$ cat config.mk
export PLATFORM = sky130hd
export DESIGN_NAME = ssn_scan
export DESIGN_NICKNAME = d
export VERILOG_FILES = /design/src/inc/ssn_pkg.sv /design/src/hdl/ssn_scan.sv /design/src/hdl/ssn_slot_check.sv /design/src/hdl/ssn_trip_sup.sv
export SDC_FILE = /design/constraint.sdc
export NUM_CORES = 1
export LEC_CHECK = 0
export BUFFER_PORTS_ARGS = -buffer_cell sky130_fd_sc_hd__buf_2
export CAP_MARGIN = 20
export CORE_MARGIN = 2
export CORE_UTILIZATION = 45
export CTS_BUF_LIST = sky130_fd_sc_hd__clkbuf_8
export CTS_CLUSTER_SIZE = 10
export DETAILED_ROUTE_END_ITERATION = 8
export GPL_ROUTABILITY_DRIVEN = 1
export SLEW_MARGIN = 15
export SYNTH_ARGS = -nofsm -noshare
export SYNTH_HDL_FRONTEND = slang
export SYNTH_SLANG_ARGS = --single-unit
export TNS_END_PERCENT = 100
$ cat constraint.sdc
create_clock -name clk_sys_i -period 3.5 [get_ports clk_sys_i]
set_input_delay 0.175 -clock clk_sys_i [delete_from_list [all_inputs] [get_ports clk_sys_i]]
set_output_delay 0.175 -clock clk_sys_i [all_outputs]
set_load 0.1 [all_outputs]
$ cat src/inc/ssn_pkg.sv
// ----------------------------------------------------------------------------
// start-up slot scan and i/o naming: shared constants and types
// ----------------------------------------------------------------------------
package ssn_pkg;

	// ------------------------------------------------------------------------
	// slot map: index 0 is slot A, index 13 is slot N
	// ------------------------------------------------------------------------
	localparam int          NSLOT     = 14;
	localparam logic [3:0]  SLOT_A    = 4'h0;
	localparam logic [3:0]  SLOT_B    = 4'h1;
	localparam logic [3:0]  SLOT_C    = 4'h2;
	localparam logic [3:0]  SLOT_D    = 4'h3;
	localparam logic [3:0]  SLOT_M    = 4'hC;
	localparam logic [3:0]  SLOT_N    = 4'hD;
	localparam logic [3:0]  SLOT_LAST = SLOT_N;
	localparam logic [3:0]  SLOT_STEP = 4'h1;

	// ------------------------------------------------------------------------
	// module type designation codes (arbitrary values, not a maker's codes)
	// ------------------------------------------------------------------------
	typedef logic [3:0] ssn_type_t;
	localparam ssn_type_t TYPE_EMPTY            = 4'h0;
	localparam ssn_type_t TYPE_VOLT_MEASURE     = 4'h1;  // voltage_measure_card
	localparam ssn_type_t TYPE_CURR_MEASURE     = 4'h2;  // current_measure_card
	localparam ssn_type_t TYPE_EIGHT_INPUT      = 4'h3;  // eight_input_card
	localparam ssn_type_t TYPE_FIVE_OUTPUT      = 4'h4;  // five_output_card / five_output_card_alt
	localparam ssn_type_t TYPE_ARC              = 4'h5;
	localparam ssn_type_t TYPE_COMM             = 4'h6;

	// ------------------------------------------------------------------------
	// designation counts and first numbers
	// ------------------------------------------------------------------------
	localparam logic [7:0] CPU_DI_COUNT     = 8'h03;
	localparam logic [7:0] CPU_DO_COUNT     = 8'h05;
	localparam logic [7:0] CPU_COMM_COUNT   = 8'h02;
	localparam logic [7:0] FIRST_NUMBER     = 8'h01;
	localparam logic [7:0] CARD_DI_COUNT    = 8'h08;
	localparam logic [7:0] CARD_DO_COUNT    = 8'h05;
	localparam logic [7:0] ARC_SENSOR_COUNT = 8'h04;
	localparam logic [7:0] ARC_FAST_COUNT   = 8'h02;
	localparam logic [7:0] ARC_BI_COUNT     = 8'h01;
	localparam logic [7:0] COMM_CARD_COUNT  = 8'h01;
	localparam logic [7:0] ZERO8            = 8'h00;

	// ------------------------------------------------------------------------
	// scan sequencer states
	// ------------------------------------------------------------------------
	typedef enum logic [2:0] {
		ST_RESET = 3'b000,
		ST_CPU   = 3'b001,
		ST_SEL   = 3'b010,
		ST_CHK   = 3'b011,
		ST_DONE  = 3'b100
	} ssn_state_t;

	// ------------------------------------------------------------------------
	// designations reserved for one slot; base_a is first input, output,
	// light sensor or port number, base_b first fast output, base_c arc input
	// ------------------------------------------------------------------------
	typedef struct packed {
		logic      valid;
		ssn_type_t kind;
		logic [7:0] base_a;
		logic [7:0] count_a;
		logic [7:0] base_b;
		logic [7:0] base_c;
	} ssn_desig_t;

	localparam ssn_desig_t DESIG_NONE = '0;

	// ------------------------------------------------------------------------
	// running totals of designations handed out
	// ------------------------------------------------------------------------
	typedef struct packed {
		logic [7:0] di_last;
		logic [7:0] do_last;
		logic [7:0] sensor_last;
		logic [7:0] fast_last;
		logic [7:0] arc_bi_last;
		logic [7:0] comm_last;
	} ssn_totals_t;

endpackage : ssn_pkg
$ cat src/hdl/ssn_scan.sv
`timescale 1ns/1ps
module ssn_scan (
	// clock and reset
	input  wire logic                                   clk_sys_i,
	input  wire logic                                   resetn_i,
	// slot modules: select a slot, its type code answers in the same cycle
	output logic                 [3:0]                  slot_sel_o,
	output logic                                        slot_sel_valid_o,
	input  wire ssn_pkg::ssn_type_t                     slot_type_i,
	// expected configuration from the order code, one type per slot
	input  wire ssn_pkg::ssn_type_t [ssn_pkg::NSLOT-1:0] exp_type_i,
	// trip circuit supervision
	input  wire logic                                   breaker_closed_i,
	input  wire logic                                   trip_supervision_input_i,
	output logic                                        trip_sup_alarm_o,
	// designation readback
	input  wire logic                [3:0]              desig_sel_i,
	output ssn_pkg::ssn_desig_t                         desig_o,
	output ssn_pkg::ssn_totals_t                        totals_o,
	// status
	output logic                 [ssn_pkg::NSLOT-1:0]   slot_alarm_o,
	output logic                                        cfg_error_o,
	output logic                 [ssn_pkg::NSLOT-1:0]   comm_en_o,
	output logic                                        scan_done_o,
	output logic                                        io_enable_o
);

	// ------------------------------------------------------------------------
	// state
	// ------------------------------------------------------------------------
	typedef struct packed {
		ssn_pkg::ssn_state_t                       st;
		logic [3:0]                                slot;
		ssn_pkg::ssn_totals_t                      tot;
		ssn_pkg::ssn_desig_t [ssn_pkg::NSLOT-1:0]  table_;
		logic [ssn_pkg::NSLOT-1:0]                 alarm;
		logic [ssn_pkg::NSLOT-1:0]                 comm_en;
		logic                                      done;
		ssn_pkg::ssn_desig_t                       desig;
	} ssn_scan_state_t;

	ssn_scan_state_t s_q;
	ssn_scan_state_t s_d;

	logic chk_alarm;
	logic chk_accept;

	// ------------------------------------------------------------------------
	// acceptance check of the slot currently selected
	// ------------------------------------------------------------------------
	ssn_slot_check u_check (
		.slot_i     (s_q.slot),
		.found_i    (slot_type_i),
		.expected_i (exp_type_i[s_q.slot]),
		.alarm_o    (chk_alarm),
		.accept_o   (chk_accept)
	);

	// ------------------------------------------------------------------------
	// trip supervision gate, independent of the scan
	// ------------------------------------------------------------------------
	ssn_trip_sup u_trip_sup (
		.clk_sys_i                (clk_sys_i),
		.resetn_i                 (resetn_i),
		.breaker_closed_i         (breaker_closed_i),
		.trip_supervision_input_i (trip_supervision_input_i),
		.trip_sup_alarm_o         (trip_sup_alarm_o)
	);

	// ------------------------------------------------------------------------
	// first free number after a running last-used number
	// ------------------------------------------------------------------------
	function automatic logic [7:0] next_free(input logic [7:0] last);
		return 8'(last + ssn_pkg::FIRST_NUMBER);
	endfunction : next_free

	// last-used number after reserving a group of a given size
	function automatic logic [7:0] reserve(input logic [7:0] last, input logic [7:0] count);
		return 8'(last + count);
	endfunction : reserve

	// ------------------------------------------------------------------------
	// scan sequencer
	// ------------------------------------------------------------------------
	always_comb begin
		ssn_pkg::ssn_desig_t ent;
		ent = ssn_pkg::DESIG_NONE;
		s_d = s_q;
		case (s_q.st)
			ssn_pkg::ST_RESET: begin
				s_d.st = ssn_pkg::ST_CPU;
			end
			ssn_pkg::ST_CPU: begin
				// processor card owns the lowest numbers, before any slot is looked at
				s_d.tot.di_last     = ssn_pkg::CPU_DI_COUNT;
				s_d.tot.do_last     = ssn_pkg::CPU_DO_COUNT;
				s_d.tot.comm_last   = ssn_pkg::CPU_COMM_COUNT;
				s_d.tot.sensor_last = ssn_pkg::ZERO8;
				s_d.tot.fast_last   = ssn_pkg::ZERO8;
				s_d.tot.arc_bi_last = ssn_pkg::ZERO8;
				s_d.slot            = ssn_pkg::SLOT_A;
				s_d.st              = ssn_pkg::ST_SEL;
			end
			ssn_pkg::ST_SEL: begin
				// one cycle of select before sampling lets the type code settle
				s_d.st = ssn_pkg::ST_CHK;
			end
			ssn_pkg::ST_CHK: begin
				s_d.alarm[s_q.slot] = chk_alarm;
				ent.kind = slot_type_i;
				if (chk_accept) begin
					ent.valid = 1'b1;
					case (slot_type_i)
						ssn_pkg::TYPE_VOLT_MEASURE,
						ssn_pkg::TYPE_CURR_MEASURE: begin
							ent.count_a = ssn_pkg::ZERO8;
						end
						ssn_pkg::TYPE_EIGHT_INPUT: begin
							// numbering continues after whatever earlier slots took
							ent.base_a      = next_free(s_q.tot.di_last);
							ent.count_a     = ssn_pkg::CARD_DI_COUNT;
							s_d.tot.di_last = reserve(s_q.tot.di_last, ssn_pkg::CARD_DI_COUNT);
						end
						ssn_pkg::TYPE_FIVE_OUTPUT: begin
							ent.base_a      = next_free(s_q.tot.do_last);
							ent.count_a     = ssn_pkg::CARD_DO_COUNT;
							s_d.tot.do_last = reserve(s_q.tot.do_last, ssn_pkg::CARD_DO_COUNT);
						end
						ssn_pkg::TYPE_ARC: begin
							ent.base_a          = next_free(s_q.tot.sensor_last);
							ent.count_a         = ssn_pkg::ARC_SENSOR_COUNT;
							ent.base_b          = next_free(s_q.tot.fast_last);
							ent.base_c          = next_free(s_q.tot.arc_bi_last);
							s_d.tot.sensor_last = reserve(s_q.tot.sensor_last, ssn_pkg::ARC_SENSOR_COUNT);
							s_d.tot.fast_last   = reserve(s_q.tot.fast_last, ssn_pkg::ARC_FAST_COUNT);
							s_d.tot.arc_bi_last = reserve(s_q.tot.arc_bi_last, ssn_pkg::ARC_BI_COUNT);
						end
						ssn_pkg::TYPE_COMM: begin
							ent.base_a            = next_free(s_q.tot.comm_last);
							ent.count_a           = ssn_pkg::COMM_CARD_COUNT;
							s_d.tot.comm_last     = reserve(s_q.tot.comm_last, ssn_pkg::COMM_CARD_COUNT);
							s_d.comm_en[s_q.slot] = 1'b1;
						end
						default: begin
							ent.valid = 1'b0;
						end
					endcase
				end
				s_d.table_[s_q.slot] = ent;
				// empty or rejected slots simply move on to the next letter
				if (s_q.slot == ssn_pkg::SLOT_LAST) begin
					s_d.st = ssn_pkg::ST_DONE;
				end else begin
					s_d.slot = 4'(s_q.slot + ssn_pkg::SLOT_STEP);
					s_d.st   = ssn_pkg::ST_SEL;
				end
			end
			ssn_pkg::ST_DONE: begin
				s_d.done = 1'b1;
			end
			default: begin
				s_d.st = ssn_pkg::ST_RESET;
			end
		endcase
		// readback is blank until the whole scan has finished
		if (s_q.done && (desig_sel_i < 4'(ssn_pkg::NSLOT))) begin
			s_d.desig = s_q.table_[desig_sel_i];
		end else begin
			s_d.desig = ssn_pkg::DESIG_NONE;
		end
	end

	// ------------------------------------------------------------------------
	// state register; the scan runs exactly once per reset
	// ------------------------------------------------------------------------
	always_ff @(posedge clk_sys_i) begin
		if (!resetn_i) begin
			s_q <= '0;
		end else begin
			s_q <= s_d;
		end
	end

	// ------------------------------------------------------------------------
	// outputs
	// ------------------------------------------------------------------------
	assign slot_sel_o       = s_q.slot;
	assign slot_sel_valid_o = (s_q.st == ssn_pkg::ST_SEL) || (s_q.st == ssn_pkg::ST_CHK);
	assign desig_o          = s_q.desig;
	assign totals_o         = s_q.done ? s_q.tot : '0;
	assign slot_alarm_o     = s_q.alarm;
	assign cfg_error_o      = |s_q.alarm;
	assign comm_en_o        = s_q.done ? s_q.comm_en : '0;
	assign scan_done_o      = s_q.done;
	// i/o stays disabled until enumeration is complete, even with alarms
	assign io_enable_o      = s_q.done;

endmodule : ssn_scan

$ cat src/hdl/ssn_slot_check.sv
`timescale 1ns/1ps
// ----------------------------------------------------------------------------
// per-slot acceptance check, purely combinational
// ----------------------------------------------------------------------------
module ssn_slot_check (
	// slot under test
	input  wire logic             [3:0] slot_i,
	input  wire ssn_pkg::ssn_type_t     found_i,
	input  wire ssn_pkg::ssn_type_t     expected_i,
	// verdict
	output logic                        alarm_o,
	output logic                        accept_o
);

	// ------------------------------------------------------------------------
	// which module types a slot may hold at all
	// ------------------------------------------------------------------------
	function automatic logic slot_allows(input logic [3:0] slot, input ssn_pkg::ssn_type_t kind);
		logic ok;
		ok = 1'b0;
		case (kind)
			ssn_pkg::TYPE_EMPTY:        ok = 1'b1;
			ssn_pkg::TYPE_EIGHT_INPUT,
			ssn_pkg::TYPE_FIVE_OUTPUT,
			ssn_pkg::TYPE_ARC:          ok = (slot >= ssn_pkg::SLOT_C) && (slot != ssn_pkg::SLOT_D);
			ssn_pkg::TYPE_COMM:         ok = (slot == ssn_pkg::SLOT_M) || (slot == ssn_pkg::SLOT_N);
			default:                    ok = 1'b0;
		endcase
		return ok;
	endfunction : slot_allows

	// fixed slots ignore the expected table; option slots compare to it
	always_comb begin
		alarm_o = 1'b0;
		case (slot_i)
			ssn_pkg::SLOT_A: alarm_o = (found_i != ssn_pkg::TYPE_VOLT_MEASURE);
			ssn_pkg::SLOT_B: alarm_o = (found_i != ssn_pkg::TYPE_EMPTY);
			ssn_pkg::SLOT_D: alarm_o = (found_i != ssn_pkg::TYPE_CURR_MEASURE);
			default: begin
				// empty where a card is expected, or any other content mismatch
				alarm_o = (found_i != expected_i) || !slot_allows(slot_i, found_i);
			end
		endcase
		accept_o = !alarm_o && (found_i != ssn_pkg::TYPE_EMPTY);
	end

endmodule : ssn_slot_check

$ cat src/hdl/ssn_trip_sup.sv
`timescale 1ns/1ps
// ----------------------------------------------------------------------------
// trip circuit supervision alarm gate
// ----------------------------------------------------------------------------
module ssn_trip_sup (
	// clock and reset
	input  wire logic clk_sys_i,
	input  wire logic resetn_i,
	// breaker and supervision inputs
	input  wire logic breaker_closed_i,
	input  wire logic trip_supervision_input_i,
	// alarm
	output logic      trip_sup_alarm_o
);

	logic alarm_d;
	logic alarm_q;

	// the input is normally closed, so a healthy circuit reads high; an open
	// breaker blocks the alarm because a latched trip shorts the input then
	always_comb begin
		alarm_d = breaker_closed_i && !trip_supervision_input_i;
	end

	always_ff @(posedge clk_sys_i) begin
		if (!resetn_i) begin
			alarm_q <= 1'b0;
		end else begin
			alarm_q <= alarm_d;
		end
	end

	assign trip_sup_alarm_o = alarm_q;

endmodule : ssn_trip_sup

# Word level (Yosys, flattened, before mapping)
# Cells that the tools add are included.
[word_totals]
register_bits = 640
latch_bits = 0
ram_bits = 0
romBits = 0
input_bits = 68
output_inout_bits = 122
wordCells = 202
n_memories = 0
[op_classes]
addsub = 11
n_mul = 0
n_div = 0
magnitude_cmp = 5
n_eq_ne = 24
shift = 0
muxes = 32
bitwise_logic = 1
n_reduce_logical = 27
[op_table]
columns = ["op", "n"]
rows = [
  ["$bwmux W518", 1],
  ["$bmux W37 S4", 1],
  ["$demux W37 S4", 1],
  ["$pmux W52 S2", 1],
  ["$mux W48", 2],
  ["$mux W37", 2],
  ["$mux W32", 2],
  ["$add A8 B1 Y8 const B", 6],
  ["$pmux W8 S4", 1],
  ["$mux W24", 1],
  ["$mux W8", 3],
  ["$add A8 B3 Y8 const B", 2],
  ["$bmux W4 S4", 1],
  ["$mux W16", 1],
  ["$pmux W4 S4", 1],
  ["$pmux W3 S5", 1],
  ["$reduce_and A3 Y1", 5],
  ["$bwmux W14", 1],
  ["$mux W14", 1],
  ["$or A14 B14 Y14", 1],
  ["$reduce_or A14 Y1", 1],
  ["$eq A4 B2 Y1 const B", 3],
  ["$eq A4 B3 Y1 const B", 3],
  ["$lt A4 B5 Y1 const B", 2],
  ["other kinds (31)", 56],
]

# Longest topological paths before layout
# Gate-level depths: netlist (run 1).
[logic_depth]
ltp_word = 12
depth_mapped = 15
depth_no_buf = 13

# Cells and area by module
# From an unflattened synthesis (run 1), not the netlist that was laid out.
[hier_totals]
cells_unflattened = 3011
area_unflattened_um2 = 26386.6
[modules_own_cells]
columns = ["mod", "instances", "cells_per_inst", "area_each_um2", "seq_area_each_um2"]
rows = [
  ["ssn_scan", 1, 2979, 26130.1, 11190.7],
  ["ssn_slot_check", 1, 30, 227.7, 0.0],
  ["ssn_trip_sup", 1, 2, 28.8, 20.0],
]

# Worst setup path before layout (run 1)
# No wires, ideal clock.
[synth_path]
path_type = "reg2out"
from = "reg s_q, in the netlist io_enable_o"
to = "out totals_o[41] (netlist bit)"
arrival_ns = 2.716
required_time_ns = 3.325
setup_slack_ns = 0.609
stages_incl_launch_ff = 5
n_path_buf = 3
path_cell_list = "dfxtp_1 > clkbuf_1 > clkbuf_1 > and2_1 > buf_4"
[synth_rtl]
columns = ["element", "line_no", "source"]
rows = [
  ["start: declaration", "ssn_scan.sv:42", "ssn_scan_state_t s_q;"],
  ["start signal: assignment", "ssn_scan.sv:178", "s_q <= '0;"],
  ["start signal: assignment", "ssn_scan.sv:180", "s_q <= s_d;"],
  ["end: declaration", "ssn_scan.sv:19", "output ssn_pkg::ssn_totals_t totals_o,"],
]

# Worst setup path in the final report (run 1)
[layout_path]
from = "reg s_q, in the netlist slot_sel_o[0]"
to = "reg s_q[338] (netlist bit)"
[layout_between]
elab_chain_cells = 12
word_cells_on_any_way = 27
classes_between = "order compare (3); eq/ne (6); mux (10); reduce/logical (8)"
[layout_rtl]
columns = ["element", "line_no", "source"]
rows = [
  ["$ge A4 B2 Y1 (tied with other cells)", "ssn_slot_check.sv:25", "ssn_pkg::TYPE_ARC: ok = (slot >= ssn_pkg::SLOT_C) && (slot != ssn_pkg::SLOT_D);"],
  ["$logic_and A1 B1 Y1 / $logic_or A1 B1 Y1 (equally long branches)", "ssn_slot_check.sv:25, ssn_slot_check.sv:26", ""],
  ["$pmux W1 S3", "ssn_slot_check.sv:21", "case (kind)"],
  ["$mux W1", "ssn_slot_check.sv:35", "case (slot_i)"],
  ["$logic_not A1 Y1", "ssn_slot_check.sv:41", "alarm_o = (found_i != expected_i) || !slot_allows(slot_i, found_i);"],
  ["$logic_or A1 B1 Y1", "ssn_slot_check.sv:41", ""],
  ["$pmux W1 S3", "ssn_slot_check.sv:35", ""],
  ["$logic_not A1 Y1", "ssn_slot_check.sv:44", "accept_o = !alarm_o && (found_i != ssn_pkg::TYPE_EMPTY);"],
  ["$logic_and A1 B1 Y1", "ssn_slot_check.sv:44", ""],
  ["$mux W32", "ssn_scan.sv:111", "if (chk_accept) begin"],
  ["$mux W32", "ssn_scan.sv:89", "case (s_q.st)"],
  ["$bwmux W518 *", "ssn_scan.sv:149", "s_d.table_[s_q.slot] = ent;"],
]
# Mark *: on every way between the ends. The rest lies on a longest branch, timed or not. The select of a mux whose other input is x is not followed.
# A chain may end at the register's enable or synchronous reset.

==> impl_metrics.sql, run 1 <==
INSERT INTO impl_metrics (metric_group, metric, value, unit) VALUES
('critical_path', 'critPathMaxFanout', '38', ''),
('global_routing', 'grt_first_pass_wirelength', '123', 'mm'),
('place', 'port_buffers', '180', ''),
('logic_synthesis', 'yosys.cell_count.top_type', 'nand2_1', ''),
('min_path', 'worst_hold_startpoint', 'slot_type_i[0]', ''),
('critical_path', 'cp-end-kind', 'flop', ''),
('global_routing', 'globalRoute.busiestLayer', 'met2', ''),
('logic_synthesis', 'ys_ff_latch', '560', ''),
('timing', 'tightest_slew', '1040', 'ps'),
('logic_synthesis', 'synthesis.instances', '2932', ''),
('place', 'place_congestion', '0.861', ''),
('timing', 'maxClockFrequency', '0.307', 'GHz'),
('global_routing', 'grtUsageMet2', '0.451', ''),
('cts', 'path_clk_slew', '70', 'ps'),
('critical_path', 'start_kind', 'flop', ''),
('logic_synthesis', 'post_synth_num_cell_types', '67', ''),
('cells_and_area', 'syn_to_final_growth', '13.4', '%'),
('critical_path', 'arrival', '3860', 'ps'),
('cells_and_area', 'multi_input_comb_area', '0.0122', 'mm2'),
('timing', 'timing.final.max_slew_violations', '0', ''),
('routing', 'detailroute.via_count', '21900', ''),
('floorplanning', 'fp.dieW', '240', 'um'),
('cts', 'clock_tree.buffer_depth', '3', ''),
('floorplanning', 'fp.dieH', '240', 'um'),
('power_and_ir_drop', 'pwr_density_cell', '467', 'mW/mm2'),
('status', 'run_status', 'completed', ''),
('cts', 'tritoncts_clock_tree', 'built', ''),
('critical_path', 'critPathRequiredTime', '4110', 'ps'),
('global_routing', 'grtUsageTotal', '0.276', ''),
('logic_synthesis', 'mappedNetlistArea', '0.0251', 'mm2'),
('logic_synthesis', 'syn_avg_cell_area', '8.55', 'um2'),
('timing', 'setup_violations', '0', ''),
('logic_synthesis', 'synthTopCellsByArea', 'dfxtp_1 45%, mux4_2 9.1%, nand2_1 8.8%, a21oi_1 8.1%, nand3_1 3.7%', ''),
('logic_synthesis', 'synth_warn', '0', ''),
('critical_path', 'crit_path_from', 'slot_sel_o[0]$_SDFFE_PN0P_', ''),
('cts', 'postCtsSetupRepairBufs', '0', ''),
('cts', 'cts.sinks', '560', ''),
('global_routing', 'met1_usage', '0.371', ''),
('logic_synthesis', 'synthArstFlopShare', '0', ''),
('floorplanning', 'core_region_area', '0.0551', 'mm2'),
('cells_and_area', 'layout.area.seq', '0.0112', 'mm2'),
('power_and_ir_drop', 'static-leakage-power', '10.6', 'nW'),
('critical_path', 'rr_startpoint', 'slot_sel_o[0]$_SDFFE_PN0P_', ''),
('routing', 'total_iterations_of_the_first_detailed_routing_run', '6', ''),
('timing', 'post_route_skew', '38.3', 'ps'),
('floorplanning', 'num_rows', '86', ''),
('routing', 'average_wire_per_standard_cell', '21.1', 'um'),
('global_routing', 'grt_start_max_net_pins', '191', ''),
('timing', 'hold_viol', '0', ''),
('critical_path', 'critical_path_class', 'reg -> reg', ''),
('global_routing', 'antenna_found_initial', '3', ''),
('cts', 'root_buffer', 'clkbuf_8', ''),
('logic_synthesis', 'synth_top_cells_by_count', '590 x nand2_1, 560 x dfxtp_1, 406 x a21oi_1', ''),
('place', 'dp_hpwl', '47.6', 'mm'),
('routing', 'drc', '0', ''),
('floorplanning', 'dieArea', '0.0576', 'mm2'),
('timing', 'holdWs', '140', 'ps'),
('global_routing', 'number_of_global_route_vias_before_repair', '21200', ''),
('cells_and_area', 'filler_cell_count', '5195', ''),
('logic_synthesis', 'netlist.area_leader.share', '0.447', ''),
('timing', 'timing.slew.headroom', '0.308', ''),
('timing', 'period_share', '0.930', ''),
('cts', 'cts_made_buffers', '95', ''),
('global_routing', 'met3_track_demand_over_resource_in_global_routing', '0.0432', ''),
('logic_synthesis', 'synth_enable_flop_cells', '0', ''),
('routing', 'drt.antenna.violating_nets', '0', ''),
('floorplanning', 'ports_placed_on_the_boundary', '190', ''),
('flow_run', 'max_cap_violations', '0', ''),
('routing', 'vias_per_instance', '5.75', ''),
('cells_and_area', 'layout-drive-gt1-share', '0.186', ''),
('routing', 'detailedRoute.firstIterationViolations', '2059', '');
==> where the power goes <==
part           internal [mW]  switching (mW)
Clock                   3.46            2.74
Combinational          0.196           0.470
Sequential              6.38          0.0143
Total                   10.0            3.22
==> routing by layer <==
| metal | vias to the layer above | share of wire |
|---|---|---|
| met5 | - | 0 |
| met4 | 0 | 0.027 |
| met3 | 171 | 0.075 |
| met2 | 955 | 0.47 |
| met1 | 10600 | 0.43 |
| li1 | 10100 | - |
==> cell usage in the layout (no fill, tap or decap), types with 35 or more instances in the layout <==
cell	Yosys	layout
clkbuf_8	0	128
nor2_1	161	159
a21oi_1	406	406
o21ai_0	42	42
dfxtp_1	560	559
and2_1	75	78
mux2i_1	75	75
mux4_2	101	101
buf_2	34	177
and3_1	105	105
nand2_1	590	590
o22ai_1	35	35
nand3_1	184	184
buf_4	69	89
inv_1	42	68
==> registers in the layout (all words and copies together), names as in the netlist <==
name and count:
slot_alarm_o 14, u_trip_sup.trip_sup_alarm_o 1, desig_o 32, io_enable_o 1
slot_sel_o 4, s_q 508
==> per-stage QoR <==
| stage | area (um2) | total power [mW] | util | instances | setup slack (ps) |
|---|---|---|---|---|---|
| 2_1_floorplan | 25100 | 6.99 | - | 2940 | 609 |
| 6_report | 28400 | 13.3 | 0.516 | 3805 | 246 |
| 4_1_cts | 28400 | 13.4 | 0.515 | 3804 | 134 |
| 3_3_place_gp | 26300 | 7.18 | 0.477 | 3627 | 173 |
| 3_5_place_dp | 26300 | 7.19 | 0.477 | 3627 | 156 |
| 5_1_grt | 28400 | 13.7 | 0.516 | 3805 | 43.0 |
==> worst max-delay path, stage by stage (launching register included) <==
cell and delay, ps:
dfxtp_1 490, mux4_2 550, a2bb2oi_1 170, a2111oi_2 400, o32ai_2 190, o32a_4 480
nor2_4 290, buf_12 270, nand3_1 100, a21oi_1 200
==> cell families (layout without fill, tap and decap cells) <==
kind of cell             after synthesis  count (layout)  synth area share
other                                  1               9          0.000150
AND/OR/NAND/NOR                     1192            1192             0.215
adder cells (fa/ha/maj)               11              11           0.00549
multiplexers                         189             189             0.127
AO/OA/AOI/OAI                        574             574             0.128
buffers and inverters                385             502            0.0703
flip-flops                           560             560             0.447
XOR/XNOR                              20              20           0.00699
==> cell type report <==
type | count | share of cell area
clock inverters | 44 | 0.0101
clock buffers | 127 | 0.0615
multi-input cells | 1995 | 0.428
inverters | 44 | 0.00607
well taps | 748 | 0.0329
repair buffers | 287 | 0.0670
flip-flops and latches | 560 | 0.394
==> path summary, 6_finish.rpt <==
path,endpoint,slack [ps],cells past startpoint
setup / recovery,s_q[338]$_SDFFE_PN0P_,250,9
setup reg to reg,s_q[338]$_SDFFE_PN0P_,250,9
hold reg to reg,s_q[167]$_SDFFE_PN0P_,450,2
hold / removal,s_q[620]$_SDFFE_PN0P_,140,4
==> repair_timing <==
item,CTS,global route
gates resized for setup,0,4
hold endpoints to repair,46,0
setup endpoints to repair,0,160
hold buffers,6,0
Power figures use the tool's default switching activity.
==> run 2, diff against run 1 <==
--- a/config.mk
+++ b/config.mk
@@ -13,6 +13,7 @@
 export CTS_CLUSTER_SIZE = 10
 export DETAILED_ROUTE_END_ITERATION = 8
 export GPL_ROUTABILITY_DRIVEN = 1
+export REMOVE_ABC_BUFFERS = 1
 export SLEW_MARGIN = 15
 export SYNTH_ARGS = -nofsm -noshare
 export SYNTH_HDL_FRONTEND = slang
==> impl_metrics.sql, run 2 (synthesized netlist as in run 1, its figures left out) <==
INSERT INTO impl_metrics (metric_group, metric, value, unit) VALUES
('status', 'run_status', 'completed', ''),
('critical_path', 'crit_path_top_delay_cell', 'o32ai_1', ''),
('critical_path', 'path_delay_family', 'compound AO/OA/AOI/OAI gates', ''),
('power_and_ir_drop', 'p_seq_frac', '0.479', ''),
('cts', 'tritoncts_clock_tree', 'built', ''),
('critical_path', 'start_kind', 'flop', ''),
('routing', 'drc', '0', ''),
('cts', 'path_clk_slew', '60', 'ps'),
('routing', 'wl_met1', '34.1', 'mm'),
('critical_path', 'cp-end-kind', 'flop', ''),
('timing', 'maxClockFrequency', '0.305', 'GHz'),
('routing', 'met3_length', '6.97', 'mm'),
('power_and_ir_drop', 'switching_power_as_a_share_of_total_power', '0.240', ''),
('power_and_ir_drop', 'pwr_density_cell', '465', 'mW/mm2'),
('routing', 'detailedRoute.firstIterationViolations', '2082', ''),
('routing', 'top_layer', 'met5', ''),
('routing', 'met2_routed_wl', '38.3', 'mm'),
('routing', 'average_wire_per_standard_cell', '21.4', 'um'),
('cells_and_area', 'largest-register', 's_q', ''),
('critical_path', 'critPathMaxFanout', '28', ''),
('cells_and_area', 'number_of_flip_flops_under_the_largest_register_name', '508', ''),
('floorplanning', 'dieArea', '0.0576', 'mm2'),
('timing', 'tightest_slew', '1010', 'ps'),
('critical_path', 'critical_path_buf_inv_count', '3', ''),
('place', 'place_congestion', '0.864', ''),
('place', 'placedCellCount', '3649', ''),
('timing', 'hold_viol', '0', ''),
('cts', 'root_buffer', 'clkbuf_8', ''),
('routing', 'finalWirelength', '82.1', 'mm'),
('timing', 'period_share', '0.936', ''),
('global_routing', 'grtUsageTotal', '0.282', ''),
('timing', 'min_clock_period_post_route', '3280', 'ps'),
('floorplanning', 'ports_placed_on_the_boundary', '190', ''),
('timing', 'post_route_skew', '27.1', 'ps'),
('power_and_ir_drop', 'power_report.internal_total', '10.2', 'mW'),
('global_routing', 'gr-total-overflow', '0', ''),
('timing', 'layout_setup_ws', '224', 'ps'),
('cells_and_area', 'instances_no_fill', '3832', ''),
('critical_path', 'slowest_delay', '670', 'ps'),
('power_and_ir_drop', 'p_clk_frac', '0.469', ''),
('cells_and_area', 'finalNetCount', '3086', ''),
('floorplanning', 'initial_core_util', '0.455', ''),
('power_and_ir_drop', 'max-vdd-ir-drop', '242', 'uV'),
('critical_path', 'critical_path_class', 'reg -> reg', ''),
('timing', 'setup_violations', '0', ''),
('flow_run', 'max_cap_violations', '0', ''),
('timing', 'timing.slew.headroom', '0.321', ''),
('critical_path', 'arrival', '3870', 'ps'),
('cells_and_area', 'layout-drive-gt1-share', '0.191', ''),
('routing', 'vias_per_instance', '5.77', ''),
('min_path', 'holdCritPathClass', 'in -> reg', ''),
('cts', 'clock_tree.buffer_depth', '3', ''),
('routing', 'detailroute.via_count', '22100', ''),
('critical_path', 'critical_path.cell_chain', 'buf_12, mux2_2, a22o_1, o21a_1, o32ai_1, o32ai_4, buf_4, buf_4, a21oi_1, o21ai_0, a21oi_1', ''),
('routing', 'total_iterations_of_the_first_detailed_routing_run', '6', ''),
('floorplanning', 'core_region_area', '0.0551', 'mm2'),
('power_and_ir_drop', 'logic_gate_share_of_total_power', '0.052', ''),
('routing', 'drt.antenna.violating_nets', '0', ''),
('global_routing', 'grt_start_max_net_pins', '149', ''),
('floorplanning', 'fp.dieH', '240', 'um'),
('floorplanning', 'fp.dieW', '240', 'um'),
('global_routing', 'antenna_found_initial', '1', ''),
('cts', 'cts_htree_levels', '3', ''),
('cts', 'cts_made_buffers', '95', ''),
('place', 'port_buffers', '180', ''),
('floorplanning', 'num_rows', '86', ''),
('global_routing', 'grt_first_pass_wirelength', '125', 'mm'),
('timing', 'timing.final.max_slew_violations', '0', ''),
('timing', 'grt_setup_unrepaired', 'false', ''),
('cts', 'cts.sinks', '560', ''),
('global_routing', 'number_of_global_route_vias_before_repair', '21400', ''),
('cells_and_area', 'syn_to_final_growth', '14.5', '%'),
('cells_and_area', 'final_cell_mix', '590 x nand2_1, 558 x dfxtp_1, 406 x a21oi_1', ''),
('power_and_ir_drop', 'static-leakage-power', '10.8', 'nW'),
('cells_and_area', 'final_common_cell', 'nand2_1', ''),
('place', 'pre_cts_ws', '114', 'ps'),
('power_and_ir_drop', 'power_switching', '3.20', 'mW'),
('critical_path', 'critPathRequiredTime', '4100', 'ps'),
('cts', 'worst_skew_pair.late_latency', '690', 'ps'),
('cells_and_area', 'final_core_utilization', '0.521', ''),
('place', 'dp_hpwl', '49.2', 'mm');
run 2: cell types whose count changed in the layout (fill, tap and decap cells not counted), moves of 3 or more:
cell,previous run,this run
buf_12,12,18
buf_4,89,109
clkbuf_8,128,134
clkinv_2,10,2
inv_1,68,74
inv_6,3,0
run 2: worst paths after layout:
| check | from | endpoint | slack [ps] | cells past startpoint |
|---|---|---|---|---|
| worst max register to register | slot_sel_o[1]$_SDFFE_PN0P_ | s_q[590]$_SDFFE_PN0P_ | 220 | 11 |
| worst max-delay path | slot_sel_o[1]$_SDFFE_PN0P_ | s_q[590]$_SDFFE_PN0P_ | 220 | 11 |
| worst min register to register | s_q[150]$_SDFFE_PN0P_ | s_q[150]$_SDFFE_PN0P_ | 450 | 2 |
| worst min-delay path | slot_type_i[1] | s_q[321]$_SDFFE_PN0P_ | 80 | 4 |
run 2: worst reg2reg max path: stages (launching register included):
cell,delay [ps]
dfxtp_1,350
buf_12,190
mux2_2,360
a22o_1,260
o21a_1,180
o32ai_1,670
o32ai_4,240
buf_4,220
buf_4,160
a21oi_1,270
o21ai_0,130
a21oi_1,160
run 2: timing repair:
item,4_1_cts,5_1_grt
setup buffers,0,4
resized for setup,0,3
hold endpoints to repair,20,0
hold buffers,5,0
setup endpoints to repair,0,193
run 2: metal layers:
layer,vias to the layer above,global-route usage
met1,10700,0.369
met5,-,0
li1,10200,-
met2,1013,0.463
met3,184,0.0543
met4,2,0.105
run 2: per-stage QoR:
step / setup TNS [ps] / area (um2) / power (mW) / hold WS (ps)
finish: 0 / 28700 / 13.4 / 82.9
global route: 0 / 28700 / 13.8 / 92.3
detailed placement: 0 / 26600 / 7.21 / 338
floorplan: -531360 / 23500 / 6.85 / 247
global placement: 0 / 26600 / 7.20 / 331
CTS: 0 / 28700 / 13.5 / 45.2
run 2: power by group through the flow:
| stage | registers (mW) | logic (mW) | clock network [mW] |
|---|---|---|---|
| floorplan | 6.55 | 0.301 | 0 |
| global placement | 6.54 | 0.668 | 0 |
| detailed placement | 6.54 | 0.674 | 0 |
| CTS | 6.40 | 0.679 | 6.38 |
| global route | 6.39 | 0.728 | 6.69 |
| finish | 6.40 | 0.693 | 6.27 |
run 2: layout make-up:
| class | count | area, um2 |
|---|---|---|
| Tap cell | 748 | 936 |
| Clock inverter | 40 | 243 |
| Clock buffer | 133 | 1830 |
| Sequential cell | 560 | 11200 |
| Fill cell | 5127 | 26400 |
| Antenna cell | 1 | 2.50 |
| Timing Repair Buffer | 311 | 2140 |
| Inverter | 44 | 173 |
| Multi-Input combinational cell | 1995 | 12200 |
